### src/rk_defs.vh
// Register offsets, reset values and timing counts of the rotary knob register file.
`ifndef RK_DEFS_VH
`define RK_DEFS_VH
`define RK_OFS_STATUS 8'h01
`define RK_OFS_IRQ_GATE 8'h04
`define RK_OFS_MOTION_AGE 8'h09
`define RK_OFS_BUTTON_AGE 8'h0B
`define RK_OFS_RED_LEVEL 8'h0D
`define RK_OFS_GREEN_LEVEL 8'h0E
`define RK_OFS_BLUE_LEVEL 8'h0F
`define RK_OFS_RED_STEP 8'h10
`define RK_OFS_GREEN_STEP 8'h12
`define RK_OFS_BLUE_STEP 8'h14
`define RK_OFS_IRQ_DELAY 8'h16
`define RK_OFS_SLAVE_ADDR 8'h18
`define RK_RST_LEVEL 8'hFF
`define RK_RST_IRQ_GATE 2'h3
`define RK_RST_IRQ_DELAY 16'h0100
`define RK_RST_SLAVE_ADDR 7'h3F
`define RK_JUMPER_ADDR 7'h3E
`define RK_ADDR_MIN 7'h08
`define RK_ADDR_MAX 7'h77
`define RK_ST_HELD 3
`define RK_ST_CLICKED 2
`define RK_ST_SW_IRQ 1
`define RK_ST_ROT_IRQ 0
`define RK_MS_NS 1000000
`define RK_CLK_NS 100
`define RK_MS_CYCLES (`RK_MS_NS / `RK_CLK_NS)
`endif

### src/rk_register_file.v
// Rotary knob register file with its I2C slave, timers and brightness stepping.
`timescale 1ns/10ps
// Function
// - Sixteen-bit millisecond age since last movement.
// - Sixteen-bit millisecond age since button event.
// - Three brightness bytes defaulting to 255.
// - Signed per-colour tick steps, default zero.
// - Movement interrupt waits programmable delay.
// - Slave address from address register, 0x08-0x77.
// - Closed jumper forces address 0x3E.
// - Index write first, then read or write.
// - Pointer advances after every data byte.
// - Each up tick adds, each down tick subtracts, signed step per colour.
// - Steps restored from non-volatile store at power-up.
// - Status bits held, clicked, switch and rotation.
// - Interrupt gate bits enable sources, default on.
`include "rk_defs.vh"
module rk_register_file #(
    parameter MS_CYCLES = `RK_MS_CYCLES
) (
    // Clock and reset.
    input wire i_clk,
    input wire i_rst,
    // I2C pins, open drain data.
    input wire i_scl,
    input wire i_sda,
    output wire o_sda,
    output wire o_sda_oe,
    // Knob inputs from the board, asynchronous.
    input wire i_enc_tick,
    input wire i_enc_up,
    input wire i_switch_n,
    input wire i_addr_jumper,
    // Non-volatile step values, stable at power-up.
    input wire [47:0] i_nvm_steps,
    // LED levels and interrupt request.
    output reg [7:0] o_red_level,
    output reg [7:0] o_green_level,
    output reg [7:0] o_blue_level,
    output wire o_irq_n_oe
);
    // Synchroniser stages for the six asynchronous inputs.
    reg [5:0] sync1_q;
    reg [5:0] sync2_q;
    reg [5:0] prev_q;
    // Button and timer state.
    reg held_q, clicked_q, sw_irq_q, rot_irq_q, rot_pend_q;
    reg [1:0] irq_gate_q;
    reg [15:0] motion_age_q, button_age_q, irq_delay_q, pend_ms_q;
    reg [15:0] red_step_q, green_step_q, blue_step_q;
    reg [6:0] slave_addr_q;
    reg [31:0] ms_cnt_q;
    reg nvm_loaded_q;
    // I2C slave state.
    reg [2:0] st_q;
    reg [3:0] bit_q;
    reg [7:0] shift_q, ptr_q, tx_q;
    reg rw_q, first_q, sda_out_q;
    localparam ST_IDLE = 3'd0;
    localparam ST_ADDR = 3'd1;
    localparam ST_AACK = 3'd2;
    localparam ST_WR = 3'd3;
    localparam ST_WACK = 3'd4;
    localparam ST_RD = 3'd5;
    localparam ST_RACK = 3'd6;

    // Saturating add (up) or subtract (down) of a signed step to a level.
    function [7:0] sat_add;
        input [7:0] lvl;
        input [15:0] step;
        input up;
        reg signed [17:0] s;
        begin
            s = $signed({10'h000, lvl}) + (up ? $signed({{2{step[15]}}, step}) : -$signed({{2{step[15]}}, step}));
            if (s < 0) begin
                sat_add = 8'h00;
            end else if (s > 255) begin
                sat_add = 8'hFF;
            end else begin
                sat_add = s[7:0];
            end
        end
    endfunction

    // Register read mux; high byte sits at the lower offset.
    function [7:0] rd_byte;
        input [7:0] a;
        begin
            case (a)
                `RK_OFS_STATUS: rd_byte = {4'h0, held_q, clicked_q, sw_irq_q, rot_irq_q};
                `RK_OFS_IRQ_GATE: rd_byte = {6'h00, irq_gate_q};
                8'h09: rd_byte = motion_age_q[15:8];
                8'h0A: rd_byte = motion_age_q[7:0];
                8'h0B: rd_byte = button_age_q[15:8];
                8'h0C: rd_byte = button_age_q[7:0];
                8'h0D: rd_byte = o_red_level;
                8'h0E: rd_byte = o_green_level;
                8'h0F: rd_byte = o_blue_level;
                8'h10: rd_byte = red_step_q[15:8];
                8'h11: rd_byte = red_step_q[7:0];
                8'h12: rd_byte = green_step_q[15:8];
                8'h13: rd_byte = green_step_q[7:0];
                8'h14: rd_byte = blue_step_q[15:8];
                8'h15: rd_byte = blue_step_q[7:0];
                8'h16: rd_byte = irq_delay_q[15:8];
                8'h17: rd_byte = irq_delay_q[7:0];
                `RK_OFS_SLAVE_ADDR: rd_byte = {1'b0, slave_addr_q};
                default: rd_byte = 8'h00;
            endcase
        end
    endfunction

    // Synchronised views of the pins.
    wire scl_s = sync2_q[0];
    wire sda_s = sync2_q[1];
    wire tick_s = sync2_q[2];
    wire up_s = sync2_q[3];
    wire sw_s = ~sync2_q[4];
    wire jmp_s = sync2_q[5];
    wire scl_rise = scl_s & ~prev_q[0];
    wire scl_fall = ~scl_s & prev_q[0];
    wire start_c = scl_s & prev_q[0] & prev_q[1] & ~sda_s;
    wire stop_c = scl_s & prev_q[0] & ~prev_q[1] & sda_s;
    wire tick_rise = tick_s & ~prev_q[2];
    wire ms_pulse = (ms_cnt_q == MS_CYCLES - 1);
    wire [6:0] my_addr = jmp_s ? `RK_JUMPER_ADDR : slave_addr_q;
    // A write byte is committed at the eighth rising edge of a data byte.
    wire wr_commit = (st_q == ST_WR) & scl_rise & (bit_q == 4'd7) & ~first_q;
    wire [7:0] wr_data = {shift_q[6:0], sda_s};

    assign o_sda = 1'b0;
    assign o_sda_oe = sda_out_q;
    assign o_irq_n_oe = (sw_irq_q & irq_gate_q[1]) | (rot_irq_q & irq_gate_q[0]);

    // Two-flop synchronisers and edge history.
    always @(posedge i_clk or posedge i_rst) begin
        if (i_rst) begin
            sync1_q <= 6'h33;
            sync2_q <= 6'h33;
            prev_q <= 6'h33;
        end else begin
            sync1_q <= {i_addr_jumper, i_switch_n, i_enc_up, i_enc_tick, i_sda, i_scl};
            sync2_q <= sync1_q;
            prev_q <= sync2_q;
        end
    end

    // I2C slave: address match, pointer load, auto-increment, read shift.
    always @(posedge i_clk or posedge i_rst) begin
        if (i_rst) begin
            st_q <= ST_IDLE;
            bit_q <= 4'd0;
            shift_q <= 8'h00;
            ptr_q <= 8'h00;
            tx_q <= 8'h00;
            rw_q <= 1'b0;
            first_q <= 1'b0;
            sda_out_q <= 1'b0;
        end else if (start_c) begin
            st_q <= ST_ADDR;
            bit_q <= 4'd0;
            sda_out_q <= 1'b0;
        end else if (stop_c) begin
            st_q <= ST_IDLE;
            sda_out_q <= 1'b0;
        end else begin
            case (st_q)
                ST_ADDR: begin
                    if (scl_rise) begin
                        shift_q <= wr_data;
                        bit_q <= bit_q + 4'd1;
                    end
                    if (scl_fall && bit_q == 4'd8) begin
                        if (shift_q[7:1] == my_addr) begin
                            rw_q <= shift_q[0];
                            first_q <= ~shift_q[0];
                            tx_q <= rd_byte(ptr_q);
                            sda_out_q <= 1'b1;
                            st_q <= ST_AACK;
                        end else begin
                            st_q <= ST_IDLE;
                        end
                    end
                end
                ST_AACK, ST_WACK: begin
                    if (scl_fall) begin
                        bit_q <= 4'd0;
                        st_q <= rw_q ? ST_RD : ST_WR;
                        sda_out_q <= rw_q & ~tx_q[7];
                    end
                end
                ST_WR: begin
                    if (scl_rise) begin
                        shift_q <= wr_data;
                        bit_q <= bit_q + 4'd1;
                        if (bit_q == 4'd7) begin
                            if (first_q) begin
                                ptr_q <= wr_data;
                            end else begin
                                ptr_q <= ptr_q + 8'h01;
                            end
                            first_q <= 1'b0;
                        end
                    end
                    if (scl_fall && bit_q == 4'd8) begin
                        sda_out_q <= 1'b1;
                        st_q <= ST_WACK;
                    end
                end
                ST_RD: begin
                    if (scl_fall) begin
                        bit_q <= bit_q + 4'd1;
                        tx_q <= {tx_q[6:0], 1'b0};
                        sda_out_q <= (bit_q != 4'd7) & ~tx_q[6];
                        if (bit_q == 4'd7) begin
                            st_q <= ST_RACK;
                            ptr_q <= ptr_q + 8'h01;
                        end
                    end
                end
                ST_RACK: begin
                    if (scl_rise) begin
                        st_q <= sda_s ? ST_IDLE : ST_RACK;
                        tx_q <= rd_byte(ptr_q);
                    end
                    if (scl_fall) begin
                        bit_q <= 4'd0;
                        st_q <= ST_RD;
                        sda_out_q <= ~tx_q[7];
                    end
                end
                default: st_q <= ST_IDLE;
            endcase
        end
    end

    // Knob state, timers and registers written over the bus.
    always @(posedge i_clk or posedge i_rst) begin
        if (i_rst) begin
            ms_cnt_q <= 32'h0000_0000;
            held_q <= 1'b0;
            clicked_q <= 1'b0;
            sw_irq_q <= 1'b0;
            rot_irq_q <= 1'b0;
            rot_pend_q <= 1'b0;
            pend_ms_q <= 16'h0000;
            irq_gate_q <= `RK_RST_IRQ_GATE;
            motion_age_q <= 16'h0000;
            button_age_q <= 16'h0000;
            irq_delay_q <= `RK_RST_IRQ_DELAY;
            red_step_q <= 16'h0000;
            green_step_q <= 16'h0000;
            blue_step_q <= 16'h0000;
            slave_addr_q <= `RK_RST_SLAVE_ADDR;
            nvm_loaded_q <= 1'b0;
            o_red_level <= `RK_RST_LEVEL;
            o_green_level <= `RK_RST_LEVEL;
            o_blue_level <= `RK_RST_LEVEL;
        end else begin
            // Millisecond prescaler.
            ms_cnt_q <= ms_pulse ? 32'h0000_0000 : ms_cnt_q + 32'h0000_0001;
            // Steps are taken from the store once after reset release.
            nvm_loaded_q <= 1'b1;
            if (!nvm_loaded_q) begin
                red_step_q <= i_nvm_steps[47:32];
                green_step_q <= i_nvm_steps[31:16];
                blue_step_q <= i_nvm_steps[15:0];
            end
            // Age counters hold at the top of their range.
            if (ms_pulse && motion_age_q != 16'hFFFF) begin
                motion_age_q <= motion_age_q + 16'h0001;
            end
            if (ms_pulse && button_age_q != 16'hFFFF) begin
                button_age_q <= button_age_q + 16'h0001;
            end
            held_q <= sw_s;
            // Bus writes; hardware sets below take priority.
            if (wr_commit) begin
                case (ptr_q)
                    `RK_OFS_STATUS: begin
                        clicked_q <= wr_data[`RK_ST_CLICKED];
                        sw_irq_q <= wr_data[`RK_ST_SW_IRQ];
                        rot_irq_q <= wr_data[`RK_ST_ROT_IRQ];
                    end
                    `RK_OFS_IRQ_GATE: irq_gate_q <= wr_data[1:0];
                    8'h09: motion_age_q[15:8] <= wr_data;
                    8'h0A: motion_age_q[7:0] <= wr_data;
                    8'h0B: button_age_q[15:8] <= wr_data;
                    8'h0C: button_age_q[7:0] <= wr_data;
                    8'h0D: o_red_level <= wr_data;
                    8'h0E: o_green_level <= wr_data;
                    8'h0F: o_blue_level <= wr_data;
                    8'h10: red_step_q[15:8] <= wr_data;
                    8'h11: red_step_q[7:0] <= wr_data;
                    8'h12: green_step_q[15:8] <= wr_data;
                    8'h13: green_step_q[7:0] <= wr_data;
                    8'h14: blue_step_q[15:8] <= wr_data;
                    8'h15: blue_step_q[7:0] <= wr_data;
                    8'h16: irq_delay_q[15:8] <= wr_data;
                    8'h17: irq_delay_q[7:0] <= wr_data;
                    `RK_OFS_SLAVE_ADDR: begin
                        // Out-of-range addresses are ignored.
                        if (wr_data[6:0] >= `RK_ADDR_MIN && wr_data[6:0] <= `RK_ADDR_MAX && !wr_data[7]) begin
                            slave_addr_q <= wr_data[6:0];
                        end
                    end
                    default: begin
                    end
                endcase
            end
            // Movement interrupt waits for the delay; placed after the bus write so the set wins.
            if (rot_pend_q && ms_pulse) begin
                pend_ms_q <= pend_ms_q + 16'h0001;
            end
            if (rot_pend_q && pend_ms_q >= irq_delay_q) begin
                rot_pend_q <= 1'b0;
                rot_irq_q <= 1'b1;
            end
            // Button edges restart the age and raise flags.
            if (sw_s != held_q) begin
                button_age_q <= 16'h0000;
                sw_irq_q <= 1'b1;
                if (!sw_s) begin
                    clicked_q <= 1'b1;
                end
            end
            // Encoder tick steps each colour and restarts the timers.
            if (tick_rise) begin
                motion_age_q <= 16'h0000;
                rot_pend_q <= 1'b1;
                pend_ms_q <= 16'h0000;
                o_red_level <= sat_add(o_red_level, red_step_q, up_s);
                o_green_level <= sat_add(o_green_level, green_step_q, up_s);
                o_blue_level <= sat_add(o_blue_level, blue_step_q, up_s);
            end
        end
    end
endmodule

### config.mk
export PLATFORM = sky130hd
export DESIGN_NAME = rk_register_file
export DESIGN_NICKNAME = d
export VERILOG_FILES = /design/src/rk_register_file.v
export VERILOG_INCLUDE_DIRS = /design/src
export SDC_FILE = /design/constraint.sdc
export NUM_CORES = 1
export LEC_CHECK = 0
export ABC_AREA = 1
export BUFFER_PORTS_ARGS = -buffer_cell sky130_fd_sc_hd__buf_2
export CAP_MARGIN = 20
export CORE_ASPECT_RATIO = 1.4
export CORE_MARGIN = 2
export CORE_UTILIZATION = 32
export CTS_CLUSTER_SIZE = 40
export DETAILED_ROUTE_END_ITERATION = 8
export PLACE_DENSITY_LB_ADDON = 0.08
export SYNTH_ARGS = -nofsm -noshare
export SYNTH_HDL_FRONTEND = slang
export SYNTH_SLANG_ARGS = --single-unit
export TNS_END_PERCENT = 30
### constraint.sdc
create_clock -name i_clk -period 13.75 [get_ports i_clk]
set_clock_uncertainty 0.15 [all_clocks]
set_input_delay 0.6875 -clock i_clk [delete_from_list [all_inputs] [get_ports i_clk]]
set_output_delay 0.6875 -clock i_clk [all_outputs]
set_load 0.1 [all_outputs]
==> key figures, run 1 <==
Clock tree
  • Max Buffers Root-to-Sink: 3
  • Clock Tree Root: clkbuf_16
  • Clock sink total: between 200 and 250
  • Clock insertion delay at the later pin of the skew report: roughly 580 ps
  • CTS buffer count: 29
  • Post-CTS setup repair buffer count: 0
  • PostCTS Resize Cnt: 0
  • CTS tree: done
  • Hold-fix buffer count after cts: 0
  • H-tree levels: 1
  • Clock transition at path regs: 60 ps

STA
  • Max Fclk: roughly 270 MHz
  • Final setup vio count: 0
  • Worst-margin pin slew: 1010 ps
  • Setup tns final: 0 ps
  • Slew Viols, Final: 0
  • Endpoints failing hold: 0
  • Max_slew headroom: 32.0%
  • PnR worst setup slack: 10030 ps
  • Time the worst path needs with I/O delays and setup: approximately 3700 ps
  • Fin crit share: between 20% and 30%
  • RSZ-0062 raised after global routing: no

Layout
  • Synth-to-Final Area Change: 12.2%
  • Footprint of the multi-input gates: 9240 um^2
  • Register cell area after layout: 5860 um^2
  • Layout cells sized above 1: 12.8%
  • # fillers: around 5500
  • Fin util: a little over a third
  • Layout Nets: 2443
  • Final instance area: about 19000 um^2

Placement
  • RePlAce Congestion: ~0.96
  • Number of port buffers: between 80 and 90
  • Post-detail-place hpwl: between 40000 and 50000 um
  • Placement Cell Area: between 15000 and 20000 um^2
  • Worst Setup Slack post-DPL: around 10000 ps

Detailed routing
  • # DRC: 0
  • TritonRoute pass-1 iters: 5
  • Initial DRC count: just over 900
  • Wire per inst: 20.8 um
  • Vias post-DR: 15465
  • Drt total wl: a little over 60000 um
  • ANT nets after route: 0
  • Avg Vias per Cell: around 5.2

Synthesis
  • Post-synth EDFFs: 0
  • Cell variety after synth: 65
  • Syn Inst Count: between 2000 and 2500
  • Yosys warns: 0
  • Synth top area share: 28.6%
  • Sequential area share after synthesis: 35.4%
  • Post-synthesis area per instance: 7.37 um^2
  • Largest area contributor in the netlist: dfrtp_1
  • Yosys reg bits: roughly 230
  • Top_reg_cell synth: dfrtp_1
  • Syn nets: around 2400
  • Post-synth ARST share: 100%
  • Synthesized cell area: about 17000 um^2
  • Synth area leaders: dfrtp_1 (29%), nand2_1 (11%), dfstp_2 (6.8%)

Die
  • Horiz. Die Dim: roughly 200 um
  • Starting Density: between 30% and 40%
  • Core area: about 50000 um^2
  • Die area: 53600 um^2
  • FP Rows: 98
  • Io pins: 83
  • Die Y-Extent: 273 um

Pwr
  • Maximum vdd drop: ~0.086 mV
  • P_leak: ~9 nW
  • P per Cell Area: roughly 110 nW/um^2

Global routing
  • Routing usage on met1: 26.8%
  • Initial antenna violation count: 0
  • Number of global-route vias before repair: between 15000 and 20000
  • First-pass GRT wire length: around 94000 um
  • Overflow after GRT: 0
  • Grt met3 use: under 10%
  • Pin count of the biggest net entering global routing: roughly 120
  • Gr busiest metal: met2
  • Met2 Usage GRT: between 40% and 50%
  • Total track usage: approximately 23%

Worst setup path
  • Startpoint types: register
  • Arr. time, crit path: approximately 4000 ps
  • Crit path capture type: register
  • Setup Crit Path Kind: register to register
  • CP max FO: 31
  • CP required: between 10000 and 15000 ps

Min path
  • Hold WC Path Type: primary input to register

Run
  • Number of max-cap violations: 0

Status
  • Outcome: complete, no violations
==> metrics by stage <==
| step | total power [mW] | hold slack [ps] | instances |
|---|---|---|---|
| 6_report | 2.08 | 67.4 | 2995 |
| 5_1_grt | 2.19 | 42.6 | 2994 |
| 4_1_cts | 2.11 | 29.5 | 2993 |
| 3_5_place_dp | 1.30 | 186 | 2940 |
| 3_3_place_gp | 1.30 | 194 | 2940 |
| 2_1_floorplan | 1.15 | 181 | 2243 |
==> cell usage after synthesis, types with 10 or more instances <==
cell type	count
nand2_1	488
inv_1	291
nor2_1	254
dfrtp_1	189
o21ai_0	140
a21oi_1	119
nand3_1	106
xor2_1	75
ha_1	62
nor3_1	49
nand4_1	48
dfstp_2	43
mux2i_1	40
nand2_2	26
xnor2_1	24
nor4_1	21
a22oi_1	20
o22ai_1	19
clkbuf_1	17
a221oi_1	16
inv_2	16
nor2_2	14
a21oi_2	12
o21ai_1	12
buf_2	11
clkinv_1	10
==> metal layers <==
metal | vias up | routed length [um] | part of all wire, %
met1 | 7361 | 24900 | 40
li1 | 7559 | - | -
met5 | - | 0 | 0
met4 | 0 | 2640 | 4.2
met2 | 429 | 32200 | 52
met3 | 116 | 2580 | 4.1
==> report_power, final <==
group / internal, mW / leakage [nW] / switching (mW)
registers: 0.730 / 2.92 / 0.0680
clock network: 0.476 / 0.474 / 0.317
logic: 0.150 / 5.47 / 0.340
==> sequential cells by signal, indices dropped and copies added (netlist names), 4 cells and up <==
name           cells
shift_q            8
ptr_q              8
tx_q               8
slave_addr_q       7
green_step_q      16
sync1_q            6
sync2_q            6
red_step_q        16
irq_delay_q       16
blue_step_q       16
button_age_q      16
o_red_level        8
pend_ms_q         16
motion_age_q      16
ms_cnt_q          32
o_green_level      8
bit_q              4
o_blue_level       8
==> area by class of cell <==
type / count / area share, %
flip-flops and latches: 232 / 31.6
well taps: 650 / 4.38
clock buffers: 44 / 4.54
diodes: 1 / 0.0135
repair buffers: 92 / 2.63
inverters: 317 / 6.45
multi-input cells: 1650 / 49.8
clock inverters: 9 / 0.681
==> cell families after synthesis <==
family                   Yosys count  share of synthesized area, %
AND/OR/NAND/NOR                 1052                          28.6
buffers and inverters            361                          8.75
other                              2                        0.0454
flip-flops                       232                          35.4
multiplexers                      48                          2.96
adder cells (fa/ha/maj)           65                          5.05
AO/OA/AOI/OAI                    383                          13.8
XOR/XNOR                         100                          5.34
==> critical path, cell delays in order, from the launching register on <==
cell and delay [ps]:
dfrtp_1 360, buf_4 230, inv_2 350, buf_4 410
nand2_1 110, xor2_1 160, ha_1 380, nand3_1 90
nand2_1 160, nand2_1 70, o211ai_1 120, nand3_1 170
nor2_1 160, nand2_1 60, nand2_1 50, nand2_1 40
nand2_1 50, inv_1 40, nand3_2 90, nand2_2 100
nand2_1 80, nand2_1 60, a21oi_2 120
==> cells in the final DEF, fill, tap and decap left out, types with 29 or more instances in the layout <==
cell type,count
a21oi_1,119
nand4_1,48
clkbuf_16,29
nor3_1,49
dfstp_2,43
xor2_1,75
mux2i_1,40
dfrtp_1,188
buf_2,81
ha_1,62
nand3_1,106
nor2_1,253
o21ai_0,140
nand2_1,488
inv_1,290
==> final timing paths <==
path | from | end | slack, ps | cells after the start
setup / recovery | sync2_q[3] | o_blue_level[6] | 10030 | 22
hold / removal | i_switch_n | sync1_q[4] | 70 | 1
setup reg to reg | sync2_q[3] | o_blue_level[6] | 10030 | 22
hold reg to reg | sync1_q[5] | sync2_q[5] | 200 | 0
max in group asynchronous | i_rst | sync1_q[3] | 11830 | 3
min in group asynchronous | i_rst | o_sda_oe | 90 | 2
No activity file was read; power rests on OpenSTA's default activity.
==> inputs of run 2 (changes only) <==
==> constraint.sdc (replaced) <==
create_clock -name i_clk -period 3.35 [get_ports i_clk]
set_clock_uncertainty 0.15 [all_clocks]
set_input_delay 0.1675 -clock i_clk [delete_from_list [all_inputs] [get_ports i_clk]]
set_output_delay 0.1675 -clock i_clk [all_outputs]
set_load 0.1 [all_outputs]
==> run 2 against run 1 <==
The flow now finishes with violations (DRC). Non-clock buffer count up 118. Final area is 6.3% higher. Combinational power increased to 4.5 times the previous value. Sequential cell count did not move. Global-route usage increased by 0.067 points. Critical path type unchanged. Worst hold slack worse by 44 ps. Clock power increased to 4.0 times the previous value. Wire length about the same.
==> key figures, run 2 (same netlist as run 1, synthesis figures left out) <==
Clock tree
  • Clock Tree Root: clkbuf_16
  • Clock transition at path regs: 70 ps (about the same)
  • CTS tree: done
  • Clock sink total: 232 (unchanged)
  • Max Buffers Root-to-Sink: 3 (unchanged)
  • H-tree levels: 1 (unchanged)
  • Clock insertion delay at the later pin of the skew report: 600 ps (+20 ps)
  • CTS buffer count: 29 (unchanged)

Layout
  • Most common cell after layout, fill and taps aside: nand2_1
  • Layout cells sized above 1: 16.1% (+3.2 points)
  • Biggest register: ms_cnt_q
  • Layout Nets: 2561 (+4.8%)
  • Cell Count, Final, Fillers Out: 3113 (+3.9%)
  • Final instance area: 19700 um^2 (+6.3%)
  • Most frequent cells in the layout: nand2_1 (484), inv_1 (284), nor2_1 (245)
  • Diodes inserted: 0 (-1)
  • Number of flip-flops in the largest register: 32 (unchanged)
  • Synth-to-Final Area Change: 19.3%

Placement
  • Worst Setup Slack post-DPL: -117 ps (-10160 ps)
  • RePlAce Congestion: 0.924 (-3.4%)
  • Placement Cell Area: 18100 um^2 (+2.7%)
  • Post-detail-place hpwl: 48400 um (+0.36%)
  • Number of port buffers: 81 (unchanged)
  • Placed Instances: 2998 (+2.0%)

Detailed routing
  • Wire per inst: 20.0 um (-3.8%)
  • Drt total wl: 62300 um (about the same)
  • # DRC: 1 (+1)
  • Avg Vias per Cell: 5.07 (-1.8%)
  • Vias post-DR: 15782 (+2.0%)
  • ANT nets after route: 0 (unchanged)
  • TritonRoute pass-1 iters: 8 (+3)
  • Initial DRC count: 868 (-5.8%)

Pwr
  • Int Power: 5.55 mW (+310%)
  • P_leak: 9.39 nW (+6.0%)
  • Flop pwr share: 37.4% (-1.0 points)
  • P per Cell Area: 437 nW/um^2 (+290%)
  • NetSw: 3.07 mW (+320%)
  • Clock power frac: 37.0% (-1.1 points)
  • Maximum vdd drop: 0.414 mV (+380%)
  • Logic gate share of total power: 25.5% (+2.0 points)
  • Sw frac: 35.6% (+0.73 points)

Status
  • Violated checks: DRC
  • Outcome: finished, violations left

Die
  • Io pins: 83 (unchanged)
  • Die Y-Extent: 273 um (unchanged)
  • FP Rows: 98 (unchanged)
  • Core area: 51100 um^2 (unchanged)
  • Starting Density: 32.4% (unchanged)
  • Die area: 53600 um^2 (unchanged)
  • Horiz. Die Dim: 196 um (unchanged)

Global routing
  • Pin count of the biggest net entering global routing: 68 (-45%)
  • Overflow after GRT: 0 (unchanged)
  • Total track usage: 23.2% (+0.067 points)
  • Initial antenna violation count: 1 (+1)
  • Number of global-route vias before repair: 15836 (+3.6%)
  • First-pass GRT wire length: 94800 um (+1.2%)

STA
  • Fin crit share: 93.1% (+66 points)
  • Max_slew headroom: 41.8% (+9.8 points)
  • RSZ-0062 raised after global routing: yes
  • Time the worst path needs with I/O delays and setup: 3120 ps (-605 ps)
  • Final setup vio count: 0 (unchanged)
  • PnR worst setup slack: 232 ps (-9790 ps)
  • Worst-margin pin slew: 873 ps (-139 ps)
  • Max Fclk: 321 MHz (+19%)
  • Slew Viols, Final: 0 (unchanged)
  • Endpoints failing hold: 0 (unchanged)

Worst setup path
  • CP max FO: 6 (-81%)
  • CP required: 3720 ps (-10390 ps)
  • Reg2reg setup slack: 230 ps (-9790 ps)
  • Crit Reg-Reg Startpoint: red_step_q[1]
  • Arr. time, crit path: 3490 ps (-590 ps)
  • Worst path most repeated cell: nand2_1
  • Critical Path, Cell by Cell: inv_2 -> ha_2 -> nand3_1 -> nor2_4 -> nor2_1 -> xor2_1 -> ha_1 -> nand2_1 -> o21ai_0 -> a21oi_2 -> inv_1 -> nand3_1 -> nor2_1 -> nand2_1 -> nand2_1 -> nand3_2 -> o21ai_4 -> nand2_1 -> nand2_1 -> a21oi_2
  • Critical-path top delay cell: dfrtp_1
  • Setup Crit Path Kind: register to register
  • Crit path largest cell delay: 390 ps (-20 ps)
  • RR Endpoint: o_red_level[2]
  • Startpoint types: register
  • Crit path capture type: register
  • Reg2reg path depth: 20 (-9.1%)

Min path
  • Hold WC Path Type: primary input to asynchronous set/reset pin

Run
  • Number of max-cap violations: 0 (unchanged)
-- run 2: cell count changes in the layout (fill, tap and decap cells not counted), moves of 6 or more --
cell,delta
buf_4,+60
nor2_1,-8
nor2_2,+6
inv_1,-6
dlygate4sd3_1,+55
-- run 2: repair_timing --
item,CTS,global route
resized for setup,2,49
setup endpoints to repair,8,24
hold buffers,55,0
endpoints found under the hold margin,219,0
pin swaps,0,18
setup buffers,0,6
-- run 2: cell type report --
class	instances	area, um^2
inverters	317	1200
multi-input cells	1650	9370
repair buffers	210	1550
well taps	650	813
clock buffers	49	871
flip-flops and latches	232	5860
clock inverters	5	68.8
fillers	5431	31400
-- run 2: power by group through the flow --
stage | clock network [mW] | logic, mW | registers (mW)
2_1_floorplan | 0 | 1.22 | 3.52
3_3_place_gp | 0 | 2.09 | 3.27
3_5_place_dp | 0 | 2.09 | 3.27
4_1_cts | 3.31 | 2.15 | 3.23
5_1_grt | 3.41 | 2.42 | 3.25
6_report | 3.19 | 2.20 | 3.23
-- run 2: worst max path at each step --
stage	startpoint	to	depth (start not counted)	slack (ps)
after detailed placement	red_step_q[1]	o_red_level[1]	18	-120
after floorplan	i_rst	bit_q[0]	1	30
after global placement	red_step_q[1]	o_red_level[1]	18	-90
after CTS	red_step_q[1]	o_red_level[2]	21	50
final	red_step_q[1]	o_red_level[2]	20	230
after global routing	blue_step_q[5]	o_blue_level[7]	22	-60
-- run 2: metal layers --
metal / vias up / wire [um] / share of wire, % / global-route usage [%]
li1: 7781 / - / - / -
met1: 7550 / 26400 / 42 / 28.6
met2: 355 / 31400 / 50 / 42.3
met3: 96 / 2110 / 3.4 / 1.73
met4: 0 / 2330 / 3.7 / 8.23
met5: - / 0 / 0 / 0
-- run 2: worst max-delay path: cells and delay by family, from the launching register on --
| family | cells | cell delay, ps |
|---|---|---|
| AOI/OAI and AO/OA | 4 | 600 |
| and+or+nand+nor | 11 | 1030 |
| DFF | 1 | 390 |
| adders and majority gates | 2 | 510 |
| xor gates and xnor gates | 1 | 180 |
| buffers and inverters | 2 | 170 |
-- run 2: metrics by stage --
stage / setup TNS (ps) / util, % / power (mW) / hold WS (ps)
global route: -508 / 38.6 / 9.08 / 49.2
CTS: 0 / 38.2 / 8.68 / 12.9
global placement: -114 / 35.3 / 5.36 / 120
finish: 0 / 38.6 / 8.62 / 23.5
detailed placement: -319 / 35.3 / 5.36 / 114
floorplan: 0 / - / 4.74 / 22.0
